**config.mk**
```make
export PLATFORM = sky130hd
export DESIGN_NAME = host_read_port_mux
export DESIGN_NICKNAME = d
export VERILOG_FILES = /design/src/design/host_read_pkg.sv /design/src/design/read_sel_if.sv /design/src/design/host_read_port_mux.sv /design/src/design/pin_sync.sv /design/src/design/read_byte_select.sv
export SDC_FILE = /design/constraint.sdc
export NUM_CORES = 1
export LEC_CHECK = 0
export BUFFER_PORTS_ARGS = -buffer_cell sky130_fd_sc_hd__buf_2
export CORE_MARGIN = 5
export CORE_UTILIZATION = 46
export DETAILED_ROUTE_END_ITERATION = 12
export PLACE_DENSITY = 0.8
export SLEW_MARGIN = 5
export SYNTH_ARGS = -nofsm -noshare
export SYNTH_HDL_FRONTEND = slang
export SYNTH_HIERARCHICAL = 1
export SYNTH_SLANG_ARGS = --single-unit
```
**constraint.sdc**
```tcl
create_clock -name clock -period 2.8 [get_ports clock]
set_input_delay 0.14 -clock clock [delete_from_list [all_inputs] [get_ports clock]]
set_output_delay 0.14 -clock clock [all_outputs]
set_load 0.01 [all_outputs]
```
**src/design/host_read_pkg.sv**
```systemverilog
// Shared constants and types of the host read port.
package host_read_pkg;

   localparam logic [2:0] ADDR_DEST_ADDRESS = 3'h4;
   localparam logic [2:0] ADDR_READ_SELECT  = 3'h5;
   localparam logic [2:0] ADDR_STATUS       = 3'h7;

   localparam logic [7:0] DEST_GAIN_CAPTURE = 8'h0a;

   localparam logic [2:0] BYTE_0 = 3'h0;
   localparam logic [2:0] BYTE_1 = 3'h1;
   localparam logic [2:0] BYTE_2 = 3'h2;
   localparam logic [2:0] BYTE_3 = 3'h3;

   localparam int         CODE_BITS       = 3;
   localparam int         SYNC_STAGES     = 2;
   localparam int         STATUS_BITS     = 7;
   localparam logic [2:0] READ_CODE_RESET = 3'h0;
   localparam logic [7:0] IDLE_BYTE       = 8'h00;
   localparam logic [15:0] GAIN_RESET     = 16'h0000;

   typedef enum logic [2:0] {
      code_iq          = 3'b000,
      code_polar       = 3'b001,
      code_freq        = 3'b010,
      code_spare_3     = 3'b011,
      code_level       = 3'b100,
      code_gain_timing = 3'b101,
      code_spare_6     = 3'b110,
      code_spare_7     = 3'b111
   } read_code_t;

   typedef enum logic [0:0] {
      port_idle    = 1'b0,
      port_driving = 1'b1
   } port_state_t;

endpackage

```
**src/design/read_sel_if.sv**
```systemverilog
// Read selection carried between the port top and its byte chooser.
`timescale 1ns/1ps
`default_nettype none
interface read_sel_if;
   host_read_pkg::read_code_t code;
   logic [2:0]                addr;
   logic [7:0]                data;

   modport owner   (output code, output addr, input data);
   modport chooser (input code, input addr, output data);
endinterface
`default_nettype wire

```
**src/design/host_read_port_mux.sv**
```systemverilog
// Read path of the 8-bit host port: source select, byte choice and bus drive.
`timescale 1ns/1ps
`default_nettype none
module host_read_port_mux (
   input  wire logic        clock,
   input  wire logic        reset,
   input  wire logic        write_n,
   input  wire logic        read_n,
   input  wire logic [2:0]  addr,
   input  wire logic [7:0]  data_in,
   output logic      [7:0]  data_out,
   output logic             data_oe,
   input  wire logic [15:0] i_word,
   input  wire logic [15:0] q_word,
   input  wire logic [15:0] mag_word,
   input  wire logic [15:0] phase_word,
   input  wire logic [15:0] freq_word,
   input  wire logic [23:0] level_word,
   input  wire logic        gain_overflow,
   input  wire logic [3:0]  gain_shift,
   input  wire logic [10:0] gain_mantissa,
   input  wire logic [15:0] timing_word,
   input  wire logic [2:0]  fifo_depth,
   input  wire logic        fifo_empty,
   input  wire logic        fifo_full,
   input  wire logic        buffer_threshold_n,
   input  wire logic        level_done_a
);

   ////////////////////////////////////////////////////////////////////////////////
   // Pin synchronisers. Strobes rest high, so they reset high.

   logic [1:0]  strobe_s;
   logic [11:0] bus_s;
   logic        write_n_s;
   logic        read_n_s;
   logic [2:0]  addr_s;
   logic [7:0]  data_s;
   logic        level_done_s;
   logic        write_n_prev;
   logic        read_n_prev;
   logic        write_rise;
   logic        read_fall;

   pin_sync #(.WIDTH(2), .INIT(64'h3)) u_strobe_sync (
      .clock  (clock),
      .reset  (reset),
      .pin    ({write_n, read_n}),
      .synced (strobe_s)
   );

   pin_sync #(.WIDTH(12), .INIT(64'h0)) u_bus_sync (
      .clock  (clock),
      .reset  (reset),
      .pin    ({addr, data_in}),
      .synced (bus_s)
   );

   // Level detector completion comes from another clock, so it is synchronised too.
   pin_sync #(.WIDTH(1), .INIT(64'h0)) u_done_sync (
      .clock  (clock),
      .reset  (reset),
      .pin    (level_done_a),
      .synced (level_done_s)
   );

   assign write_n_s = strobe_s[1];
   assign read_n_s  = strobe_s[0];
   assign addr_s    = bus_s[10:8];
   assign data_s    = bus_s[7:0];

   always_ff @(posedge clock or posedge reset) begin
      if (reset) begin
         write_n_prev <= 1'b1;
         read_n_prev  <= 1'b1;
      end else begin
         write_n_prev <= write_n_s;
         read_n_prev  <= read_n_s;
      end
   end

   assign write_rise = write_n_s && !write_n_prev;
   assign read_fall  = !read_n_s && read_n_prev;

   ////////////////////////////////////////////////////////////////////////////////
   // Write side: read code and gain capture.

   host_read_pkg::read_code_t read_code;
   logic [15:0]               gain_snap;
   logic [15:0]               gain_live;

   // Bus sampled one synchroniser delay later still holds, as the host keeps hold time.
   always_ff @(posedge clock or posedge reset) begin
      if (reset) begin
         read_code <= host_read_pkg::read_code_t'(host_read_pkg::READ_CODE_RESET);
      end else if (write_rise && addr_s == host_read_pkg::ADDR_READ_SELECT) begin
         read_code <= host_read_pkg::read_code_t'(data_s[host_read_pkg::CODE_BITS-1:0]);
      end
   end

   assign gain_live = {gain_mantissa[7:0], gain_overflow, gain_shift, gain_mantissa[10:8]};

   // The gain moves on its own, so it is frozen only on the capture command.
   always_ff @(posedge clock or posedge reset) begin
      if (reset) begin
         gain_snap <= host_read_pkg::GAIN_RESET;
      end else if (write_rise && addr_s == host_read_pkg::ADDR_DEST_ADDRESS
                   && data_s == host_read_pkg::DEST_GAIN_CAPTURE) begin
         gain_snap <= {gain_live[7:0], gain_live[15:8]};
      end
   end

   ////////////////////////////////////////////////////////////////////////////////
   // Read side: status, byte choice and bus drive.

   logic [6:0]  status;
   logic [15:0] gain_word;
   read_sel_if  sel ();

   assign status    = {fifo_depth, fifo_empty, fifo_full, buffer_threshold_n, level_done_s};
   assign gain_word = {gain_snap[15:8], gain_snap[7:0]};
   assign sel.code  = read_code;
   assign sel.addr  = addr_s;

   read_byte_select u_select (
      .sel         (sel),
      .i_word      (i_word),
      .q_word      (q_word),
      .mag_word    (mag_word),
      .phase_word  (phase_word),
      .freq_word   (freq_word),
      .level_word  (level_word),
      .gain_word   (gain_word),
      .timing_word (timing_word),
      .status      (status)
   );

   host_read_pkg::port_state_t port_state;

   // The byte is latched at the falling edge so it stays still for the whole strobe.
   always_ff @(posedge clock or posedge reset) begin
      if (reset) begin
         port_state <= host_read_pkg::port_idle;
         data_out   <= host_read_pkg::IDLE_BYTE;
         data_oe    <= 1'b0;
      end else begin
         unique case (port_state)
            host_read_pkg::port_idle: begin
               if (read_fall) begin
                  port_state <= host_read_pkg::port_driving;
                  data_out   <= sel.data;
                  data_oe    <= 1'b1;
               end
            end
            host_read_pkg::port_driving: begin
               if (read_n_s) begin
                  port_state <= host_read_pkg::port_idle;
                  data_oe    <= 1'b0;
               end
            end
         endcase
      end
   end
endmodule
`default_nettype wire

```
**src/design/pin_sync.sv**
```systemverilog
// Two-stage synchroniser for asynchronous pin inputs.
`timescale 1ns/1ps
`default_nettype none
module pin_sync #(
   parameter int          WIDTH = 1,
   parameter logic [63:0] INIT  = 64'h0
) (
   input  wire logic             clock,
   input  wire logic             reset,
   input  wire logic [WIDTH-1:0] pin,
   output logic      [WIDTH-1:0] synced
);
   logic [WIDTH-1:0] first;

   generate
      if (WIDTH < 1 || WIDTH > 64) begin : g_bad_width
         $error("pin_sync width must be 1 to 64");
      end
   endgenerate

   // The first stage may go metastable, so only the second stage reads it.
   always_ff @(posedge clock or posedge reset) begin
      if (reset) begin
         first  <= INIT[WIDTH-1:0];
         synced <= INIT[WIDTH-1:0];
      end else begin
         first  <= pin;
         synced <= first;
      end
   end
endmodule
`default_nettype wire

```
**src/design/read_byte_select.sv**
```systemverilog
// Byte chooser that maps read code and read address to one byte.
`timescale 1ns/1ps
`default_nettype none
module read_byte_select (
   read_sel_if.chooser          sel,
   input  wire logic [15:0]     i_word,
   input  wire logic [15:0]     q_word,
   input  wire logic [15:0]     mag_word,
   input  wire logic [15:0]     phase_word,
   input  wire logic [15:0]     freq_word,
   input  wire logic [23:0]     level_word,
   input  wire logic [15:0]     gain_word,
   input  wire logic [15:0]     timing_word,
   input  wire logic [6:0]      status
);
   // Low byte at even addresses, high byte at the next odd one.
   function automatic logic [7:0] pair_byte(input logic [15:0] low, input logic [15:0] high,
                                            input logic [2:0] addr);
      logic [7:0] b;
      b = host_read_pkg::IDLE_BYTE;
      unique case (addr)
         host_read_pkg::BYTE_0: b = low[7:0];
         host_read_pkg::BYTE_1: b = low[15:8];
         host_read_pkg::BYTE_2: b = high[7:0];
         host_read_pkg::BYTE_3: b = high[15:8];
         default:               b = host_read_pkg::IDLE_BYTE;
      endcase
      return b;
   endfunction

   always_comb begin
      sel.data = host_read_pkg::IDLE_BYTE;
      if (sel.addr == host_read_pkg::ADDR_STATUS) begin
         sel.data = {1'b0, status};
      end else begin
         unique case (sel.code)
            host_read_pkg::code_iq:          sel.data = pair_byte(i_word, q_word, sel.addr);
            host_read_pkg::code_polar:       sel.data = pair_byte(mag_word, phase_word, sel.addr);
            host_read_pkg::code_freq:        sel.data = pair_byte(freq_word, 16'h0000, sel.addr);
            host_read_pkg::code_level: begin
               unique case (sel.addr)
                  host_read_pkg::BYTE_0: sel.data = level_word[7:0];
                  host_read_pkg::BYTE_1: sel.data = level_word[15:8];
                  host_read_pkg::BYTE_2: sel.data = level_word[23:16];
                  default:               sel.data = host_read_pkg::IDLE_BYTE;
               endcase
            end
            host_read_pkg::code_gain_timing: sel.data = pair_byte(gain_word, timing_word, sel.addr);
            default:                         sel.data = host_read_pkg::IDLE_BYTE;
         endcase
      end
   end
endmodule
`default_nettype wire

```
==> impl_metrics.py, run 1 <==
metrics = {
    "status": {
        "status": "finished, final reports clean",
    },
    "synth": {
        "synth.net_count": 370,
        "syn_avg_cell_area_sq_um": 14.94,
        "synthesis.area_sq_um": 3167,
        "synth_warnings": 6,
        "syn_inst": 212,
    },
    "place": {
        "placedInstanceArea_sq_um": 4045,
        "dp_hpwl_um": 7642,
        "gp_congestion": 0.8166,
        "pre_cts_slack_ps": 462.7,
        "io_buffers": 166,
    },
    "clocking": {
        "cts_buffers": 9,
        "clk_pin_slew_worst_paths_ps": 70,
        "htreeDepth": 3,
        "postCtsSetupBuffers": 0,
        "clock_latency_ps": 330,
        "cts_root_buf": "clkbuf_8",
        "cts_sinks": 59,
        "clockBufferDepth": 2,
        "cts_tree": "built",
    },
    "timing": {
        "hold_viol_final": 0,
        "layout_setup_ws_ps": 472.4,
        "rsz0062_at_grt": "no",
        "fmax_mhz": 429.6,
        "fin_tns_setup_ps": 0,
        "timing.final.crit_share": 0.8313,
        "min_period_ps": 2328,
        "tightest_slew_ps": 743.3,
        "relSlewSlack": 0.5040,
        "setup_viol": 0,
        "finalMaxSlewViolations": 0,
        "finClkSkew_ps": 10.96,
    },
    "power": {
        "p_leak_nw": 2.204,
        "power.density_nw_per_um2": 538.2,
        "max-vdd-ir-drop_v": 0.0003490,
        "finalPower_mw": 2.386,
    },
    "global_routing": {
        "grt_pass1_wl_um": 14700,
        "grt_pass1_vias": 2944,
        "overflow": 0,
        "antenna_found_initial": 0,
        "grt_max_degree": 32,
        "grt_usage": 0.2263,
    },
    "detailed_routing": {
        "drc": 0,
        "detail_route.wl_per_cell_um": 20.03,
        "wirelength_um": 9615,
        "via_per_inst": 5.567,
        "antenna_left": 0,
        "firstDrtPassIters": 5,
        "vias": 2672,
        "drt-initial-drc-count": 141,
    },
    "floorplanning": {
        "core_sq_um": 6756,
        "die_h_um": 92.97,
        "dieWidth_um": 92.97,
        "ios": 167,
        "rows": 30,
        "die-area_sq_um": 8643,
        "start_util": 0.4687,
    },
    "finish": {
        "regArea_sq_um": 1485,
        "drive_gt1_frac": 0.6175,
        "multi_input_area_sq_um": 1565,
        "syn_to_final_growth_pct": 39.98,
        "nFillCells": 548,
        "nets": 553,
        "fin_area_sq_um": 4433,
        "num_antenna_cells": 0,
        "fin_util": 0.6561,
    },
    "worst_setup_path": {
        "worstSetupStartpointType": "flop",
        "arrival_ps": 2540,
        "cp.required_ps": 3010,
        "crit_type": "flop to flop",
        "cp-end-kind": "flop",
        "critPathMaxFanout": 19,
    },
    "run": {
        "maxCapViolCount": 0,
    },
    "worst_hold_path": {
        "hold_path_class": "input port to flop",
    },
}
## state kept, by name, summed over array words and instances (netlist names)
register and count:
u_strobe_sync/first 2, read_code 3, data_out 8, u_bus_sync/synced 11, read_n_prev 1, u_bus_sync/first 11, u_done_sync/first 1, data_oe 1
gain_snap 16, u_strobe_sync/synced 2, u_done_sync/synced 1, write_n_prev 1, port_state 1
## worst max-delay path: stages, from the launching register on
cell and delay (ps):
dfrtp_2 540, buf_4 360, mux2_2 380, a222oi_1 440
o221ai_1 190, mux2_2 290
## metrics by stage
stage,hold slack [ps],cells
2_1_floorplan,-118.8,212
3_3_place_gp,21.74,449
3_5_place_dp,27.78,449
4_1_cts,23.20,480
5_1_grt,27.01,480
6_report,37.29,480
## cell type report
type	count	share of cell area
well taps	80	0.02258
inverters	5	0.004234
multi-input cells	133	0.3531
clock inverters	3	0.01552
flip-flops and latches	59	0.3350
repair buffers	187	0.2314
clock buffers	13	0.03810
## routing by layer
metal,part of all wire,global-route usage,vias to the layer above
met5,0,0,-
met4,0.028,0.1050,0
met3,0.10,0.07160,25
met2,0.53,0.4019,151
met1,0.34,0.2445,1287
li1,-,-,1209
## repair_timing
action | in CTS | in global routing
hold buffers | 15 | 0
resized for setup | 0 | 0
hold endpoints to repair | 71 | 0
## power by group
part           leakage (nW)  switching, mW  internal [mW]  total, mW
logic                  1.39          0.209          0.282      0.491
clock network         0.120          0.324          0.576      0.900
registers             0.692         0.0588          0.936      0.994
total                  2.20          0.592           1.79       2.39
## cell usage in the layout (no fill, tap or decap), types with 4 or more instances in the layout
cell type and instances:
buf_2 166, dfrtp_1 52, mux2_2 24, dlygate4sd3_1 15, mux4_2 15, mux2i_1 15
nor2_1 12, clkbuf_8 12, mux2_4 10, mux4_1 9, a21oi_1 7, buf_4 6
dfstp_2 6, inv_1 5, a222oi_1 5, o221ai_1 5, nand2_1 4
## path summary, 6_finish.rpt
check                                      from              endpoint  slack [ps]  cells after the start
max                        u_bus_sync/synced[8]           data_out[3]         470                      5
min                            gain_mantissa[2]          gain_snap[2]          40                      2
max reg2reg                u_bus_sync/synced[8]           data_out[3]         470                      5
min reg2reg                 u_bus_sync/first[3]  u_bus_sync/synced[3]         350                      0
max in group asynchronous                 reset  u_bus_sync/synced[8]        1770                      3
min in group asynchronous                 reset     u_done_sync/first         230                      3
(Power assumes the default switching activity.)
==> run 2: changes to the inputs <==
--- a/config.mk
+++ b/config.mk
@@ -7,9 +7,9 @@
 export LEC_CHECK = 0
 export BUFFER_PORTS_ARGS = -buffer_cell sky130_fd_sc_hd__buf_2
 export CORE_MARGIN = 5
-export CORE_UTILIZATION = 46
+export CORE_UTILIZATION = 41
 export DETAILED_ROUTE_END_ITERATION = 12
-export PLACE_DENSITY = 0.8
+export PLACE_DENSITY = 0.75
 export SLEW_MARGIN = 5
 export SYNTH_ARGS = -nofsm -noshare
 export SYNTH_HDL_FRONTEND = slang
==> constraint.sdc (replaced) <==
create_clock -name clock -period 2.1 [get_ports clock]
set_input_delay 0.105 -clock clock [delete_from_list [all_inputs] [get_ports clock]]
set_output_delay 0.105 -clock clock [all_outputs]
set_load 0.01 [all_outputs]
==> run 2 against run 1 <==
  * The flow now finishes with violations (negative setup slack)
  * Global-route usage is 2.0 points lower
  * Maximum frequency is 11% higher
  * Wire length is 3.6% higher
  * First-iteration DRC count is 36% lower
  * Sequential cell count stayed put
==> impl_metrics.py, run 2 (synthesis gave the netlist of run 1 again) <==
metrics = {
    "status": {
        "status": "finished, violations left",
        "violations": "negative setup slack",
    },
    "clocking": {
        "cts_buffers": 9,
        "cts_sinks": 59,
        "cts_tree": "built",
        "clk_pin_slew_worst_paths_ps": 70,
        "htreeDepth": 3,
        "clockBufferDepth": 2,
        "clock_latency_ps": 340,
        "cts_root_buf": "clkbuf_8",
    },
    "finish": {
        "multi_input_area_sq_um": 1579,
        "top_regs": "gain_snap: 16 flops, u_bus_sync/first: 11 flops, u_bus_sync/synced: 11 flops",
        "final_common_cell": "buf_2",
        "num_antenna_cells": 0,
        "fin_area_sq_um": 4661,
        "regArea_sq_um": 1485,
        "nFillCells": 614,
        "largest_reg_flops": 16,
        "drive_gt1_frac": 0.6185,
        "layout_common_cells": "buf_2 (166), dfrtp_1 (52), dlygate4sd3_1 (27)",
        "nets": 575,
        "syn_to_final_growth_pct": 47.18,
        "regMostFlops": "gain_snap",
    },
    "worst_setup_path": {
        "cp_cell_sequence": "buf_4 -> mux4_2 -> a222oi_1 -> o221ai_1 -> mux2_2",
        "path_depth": 5,
        "cp.required_ps": 2330,
        "worstSetupStartpointType": "flop",
        "cp-end-kind": "flop",
        "critPathMaxFanout": 5,
        "crit_type": "flop to flop",
        "critical-path-slowest-cell": "mux4_2",
        "slowest_delay_ps": 500,
        "arrival_ps": 2330,
        "r2r_cells": 5,
        "critPathTopFamily": "multiplexers",
        "path_buf_inv": 1,
    },
    "timing": {
        "finalMaxSlewViolations": 0,
        "finClkSkew_ps": 11.50,
        "timing.final.crit_share": 1.001,
        "layout_setup_ws_ps": -2.479,
        "relSlewSlack": 0.4810,
        "fmax_mhz": 475.6,
        "setup_viol": 1,
        "tightest_slew_ps": 777.6,
        "rsz0062_at_grt": "yes",
        "hold_viol_final": 0,
        "min_period_ps": 2102,
    },
    "worst_hold_path": {
        "hold_path_class": "input port to flop",
        "hold_path_depth": 2,
    },
    "detailed_routing": {
        "drc": 0,
        "m1WireLength_um": 3547,
        "antenna_left": 0,
        "vias": 2732,
        "wirelength_um": 9959,
        "drt-initial-drc-count": 90,
        "detail_route.wl_per_cell_um": 19.01,
        "wl_met3_um": 923,
        "top_layer": "met5",
        "via_per_inst": 5.214,
        "firstDrtPassIters": 6,
        "wl_met2_um": 5232,
    },
    "floorplanning": {
        "core_sq_um": 7607,
        "rows": 32,
        "die-area_sq_um": 9581,
        "ios": 167,
        "die_h_um": 97.89,
        "start_util": 0.4163,
        "dieWidth_um": 97.89,
    },
    "place": {
        "dp_hpwl_um": 7918,
        "io_buffers": 166,
        "gp_congestion": 0.9228,
        "placedInstanceArea_sq_um": 4143,
    },
    "global_routing": {
        "overflow": 0,
        "grt_pass1_vias": 3004,
        "grt_pass1_wl_um": 15170,
        "antenna_found_initial": 1,
        "grt_max_degree": 32,
        "grt_usage": 0.2059,
    },
    "power": {
        "max-vdd-ir-drop_v": 0.0007123,
        "finalPower_mw": 2.979,
        "p_leak_nw": 2.290,
        "power.density_nw_per_um2": 639.2,
    },
    "run": {
        "maxCapViolCount": 0,
    },
}
-- run 2: cell count changes in the layout (fill, tap and decap cells not counted), sizes merged --
cell         change
inv              +1
clkinvlp         +2
dlygate4sd3     +12
bufinv           -2
clkbuf           -3
clkinv           +2
buf             +10
-- run 2: power breakdown --
group	internal, mW	switching, mW
clock	0.469	0.483
sequential	1.25	0.0668
combinational	0.416	0.298
-- run 2: stage by stage --
| step | setup WS [ps] | hold slack, ps | cells | utilization | TNS, ps |
|---|---|---|---|---|---|
| 6_report | -2.479 | 17.50 | 524 | 0.6127 | -2.479 |
| 5_1_grt | -19.60 | 6.599 | 524 | 0.6127 | -45.36 |
| 4_1_cts | 43.19 | 2.650 | 521 | 0.6074 | 0 |
| 3_5_place_dp | -38.49 | -7.909 | 477 | 0.5446 | -38.49 |
| 3_3_place_gp | -19.21 | -7.031 | 477 | 0.5446 | -23.68 |
| 2_1_floorplan | 146.1 | -153.8 | 212 | - | 0 |
-- run 2: worst reg2reg max path, stage by stage (launching register included) --
cell	delay, ps
dfrtp_2	460
buf_4	150
mux4_2	500
a222oi_1	390
o221ai_1	200
mux2_2	290
-- run 2: final cells by class --
class	instances	share of cell area
inverter	5	0.004027
clock inverter	6	0.01074
clock buffer	10	0.02953
sequential	59	0.3187
timing repair buffer	209	0.2709
multi-input combinational	133	0.3388
tap	102	0.02738
-- run 2: path summary, 6_finish.rpt --
path                                       from              endpoint  slack, ps
max                        u_bus_sync/synced[8]           data_out[1]         -2
max in group asynchronous                 reset  u_bus_sync/synced[8]       1080
max reg2reg                u_bus_sync/synced[8]           data_out[1]         -2
min in group asynchronous                 reset     u_done_sync/first        180
min reg2reg                 u_bus_sync/first[2]  u_bus_sync/synced[2]        350
min                            gain_mantissa[7]          gain_snap[7]         20
-- run 2: metal layers --
layer,vias to the layer above,track usage
met5,-,0
met2,130,0.3733
li1,1251,-
met4,2,0.06283
met1,1324,0.2190
met3,25,0.08214
-- run 2: timing repair --
action,CTS,global route
setup endpoints to repair,1,5
gates resized for setup,0,5
buffers inserted,1,3
hold endpoints to repair,83,0
hold buffers,27,0
pin swaps,1,1
cloned,0,0
==> run 3: changes to the inputs <==
--- a/config.mk
+++ b/config.mk
@@ -7,9 +7,9 @@
 export LEC_CHECK = 0
 export BUFFER_PORTS_ARGS = -buffer_cell sky130_fd_sc_hd__buf_2
 export CORE_MARGIN = 5
-export CORE_UTILIZATION = 41
+export CORE_UTILIZATION = 46
 export DETAILED_ROUTE_END_ITERATION = 12
-export PLACE_DENSITY = 0.75
+export PLACE_DENSITY = 0.8
 export SLEW_MARGIN = 5
 export SYNTH_ARGS = -nofsm -noshare
 export SYNTH_HDL_FRONTEND = slang
==> constraint.sdc (replaced) <==
create_clock -name clock -period 2.3 [get_ports clock]
set_input_delay 0.115 -clock clock [delete_from_list [all_inputs] [get_ports clock]]
set_output_delay 0.115 -clock clock [all_outputs]
set_load 0.01 [all_outputs]
==> run 3 against run 2 <==
  * The run now ends clean
  * Die area is 9.8% lower
  * Global-route usage is 2.0 points higher
  * Largest power group unchanged
  * Clock skew hardly changed
==> impl_metrics.py, run 3 (synthesis gave the netlist of run 1 again) <==
metrics = {
    "status": {
        "status": "finished, final reports clean",
    },
    "timing": {
        "finClkSkew_ps": 11.65,
        "hold_viol_final": 0,
        "relSlewSlack": 0.4857,
        "tightest_slew_ps": 770.6,
        "setup_viol": 0,
        "finalMaxSlewViolations": 0,
        "timing.final.crit_share": 0.9197,
        "fmax_mhz": 472.7,
        "fin_tns_setup_ps": 0,
        "rsz0062_at_grt": "no",
        "min_period_ps": 2115,
    },
    "worst_setup_path": {
        "rr_endpoint": "data_out[6]",
        "r2r_start": "u_bus_sync/synced[8]",
        "cp-end-kind": "flop",
        "crit_type": "flop to flop",
        "r2r_cells": 6,
        "worstSetupStartpointType": "flop",
        "critPathMaxFanout": 16,
        "r2r_setup_slack_ps": 180,
        "arrival_ps": 2330,
        "cp-endpoint": "data_out[6]",
        "startpoint": "u_bus_sync/synced[8]",
        "cp.required_ps": 2510,
    },
    "place": {
        "dp_hpwl_um": 7682,
        "io_buffers": 166,
        "gp_congestion": 0.8090,
        "placedInstanceArea_sq_um": 4080,
        "placed_cells": 452,
    },
    "global_routing": {
        "grt_usage": 0.2258,
        "grt_pass1_wl_um": 14610,
        "grt_max_degree": 23,
        "overflow": 0,
        "antenna_found_initial": 0,
        "grt_pass1_vias": 2965,
    },
    "clocking": {
        "cts_tree": "built",
        "cts_root_buf": "clkbuf_8",
        "cts_sinks": 59,
        "postCtsSetupBuffers": 0,
        "htreeDepth": 3,
        "clk_pin_slew_worst_paths_ps": 70,
        "cts_buffers": 9,
        "clock_latency_ps": 330,
        "clockBufferDepth": 2,
    },
    "finish": {
        "regMostFlops": "gain_snap",
        "layout_common_cells": "buf_2 (166), dfrtp_1 (52), mux2_2 (24)",
        "top_regs": "gain_snap: 16 flops, u_bus_sync/first: 11 flops, u_bus_sync/synced: 11 flops",
        "fin_util": 0.6650,
        "largest_reg_flops": 16,
        "fin_area_sq_um": 4493,
        "num_antenna_cells": 0,
        "nFillCells": 515,
        "final_common_cell": "buf_2",
        "multi_input_area_sq_um": 1565,
        "regArea_sq_um": 1485,
        "drive_gt1_frac": 0.6143,
        "syn_to_final_growth_pct": 41.88,
        "final_cells": 487,
        "nets": 560,
    },
    "worst_hold_path": {
        "hold_path_class": "input port to flop",
    },
    "power": {
        "p_seq_frac": 0.420,
        "switching_share": 0.2576,
        "finalPower_mw": 2.869,
        "clkPwrFrac": 0.364,
        "max-vdd-ir-drop_v": 0.0006314,
        "p_int_mw": 2.130,
        "power_switching_uw": 739.1,
        "p_comb_frac": 0.216,
        "p_leak_nw": 2.231,
        "power.density_nw_per_um2": 638.5,
    },
    "detailed_routing": {
        "drc": 0,
        "drt-initial-drc-count": 181,
        "antenna_left": 0,
        "wirelength_um": 9736,
        "via_per_inst": 5.575,
        "detail_route.wl_per_cell_um": 19.99,
        "vias": 2715,
        "firstDrtPassIters": 6,
    },
    "floorplanning": {
        "dieWidth_um": 92.97,
        "core_sq_um": 6756,
        "die_h_um": 92.97,
        "start_util": 0.4687,
        "rows": 30,
        "ios": 167,
        "die-area_sq_um": 8643,
    },
    "run": {
        "maxCapViolCount": 0,
    },
}
## run 3: cell types whose count changed in the layout (fill, tap and decap cells not counted), sizes merged
cell	before	now
dlygate4sd3	27	19
buf	182	175
bufinv	0	2
clkbuf	10	11
clkinv	3	2
clkinvlp	2	1
inv	6	5
## run 3: worst min path at each step
stage / depth (start not counted) / from / end
after detailed placement: 2 / reset / u_done_sync/first
after global placement: 2 / reset / u_done_sync/synced
after CTS: 2 / gain_shift[0] / gain_snap[11]
final: 2 / gain_shift[0] / gain_snap[11]
after global routing: 2 / gain_mantissa[2] / gain_snap[2]
after floorplan: 1 / reset / u_done_sync/first
## run 3: critical path, stage by stage (launching register included)
cell,delay (ps)
dfrtp_2,420
buf_6,230
buf_4,220
mux4_2,510
mux2i_1,200
o221ai_1,130
mux2_2,290
## run 3: repair_timing
| action | CTS | global route |
|---|---|---|
| hold buffers | 18 | 1 |
| resized for setup | 0 | 1 |
| setup endpoints to repair | 0 | 1 |
| hold endpoints to repair | 55 | 1 |
## run 3: area by class of cell
class | count | area share
clock buffer | 11 | 0.03147
sequential | 59 | 0.3305
multi-input combinational | 133 | 0.3484
inverter | 5 | 0.004177
clock inverter | 5 | 0.01727
timing repair buffer | 194 | 0.2459
tap | 80 | 0.02228
## run 3: power by group through the flow
stage / Combinational, mW / Sequential (mW) / Clock, mW
5_1_grt: 0.672 / 1.22 / 1.11
3_3_place_gp: 0.586 / 1.22 / 0
6_report: 0.620 / 1.21 / 1.04
3_5_place_dp: 0.598 / 1.22 / 0
2_1_floorplan: 0.322 / 1.22 / 0
4_1_cts: 0.623 / 1.20 / 1.06
## run 3: through the flow
stage	worst slack (ps)	hold slack [ps]
2_1_floorplan	346.1	-143.8
3_3_place_gp	162.1	-1.872
3_5_place_dp	115.9	10.85
4_1_cts	96.85	1.525
5_1_grt	41.86	0.9869
6_report	184.6	9.753
## run 3: routing by layer
layer | part of all wire | up-vias | global-route usage | wire, um
met5 | 0 | - | 0 | 0
met4 | 0.022 | 0 | 0.09158 | 214
met3 | 0.11 | 26 | 0.07804 | 1032
met2 | 0.52 | 171 | 0.4169 | 5106
met1 | 0.35 | 1295 | 0.2313 | 3383
li1 | - | 1223 | - | -
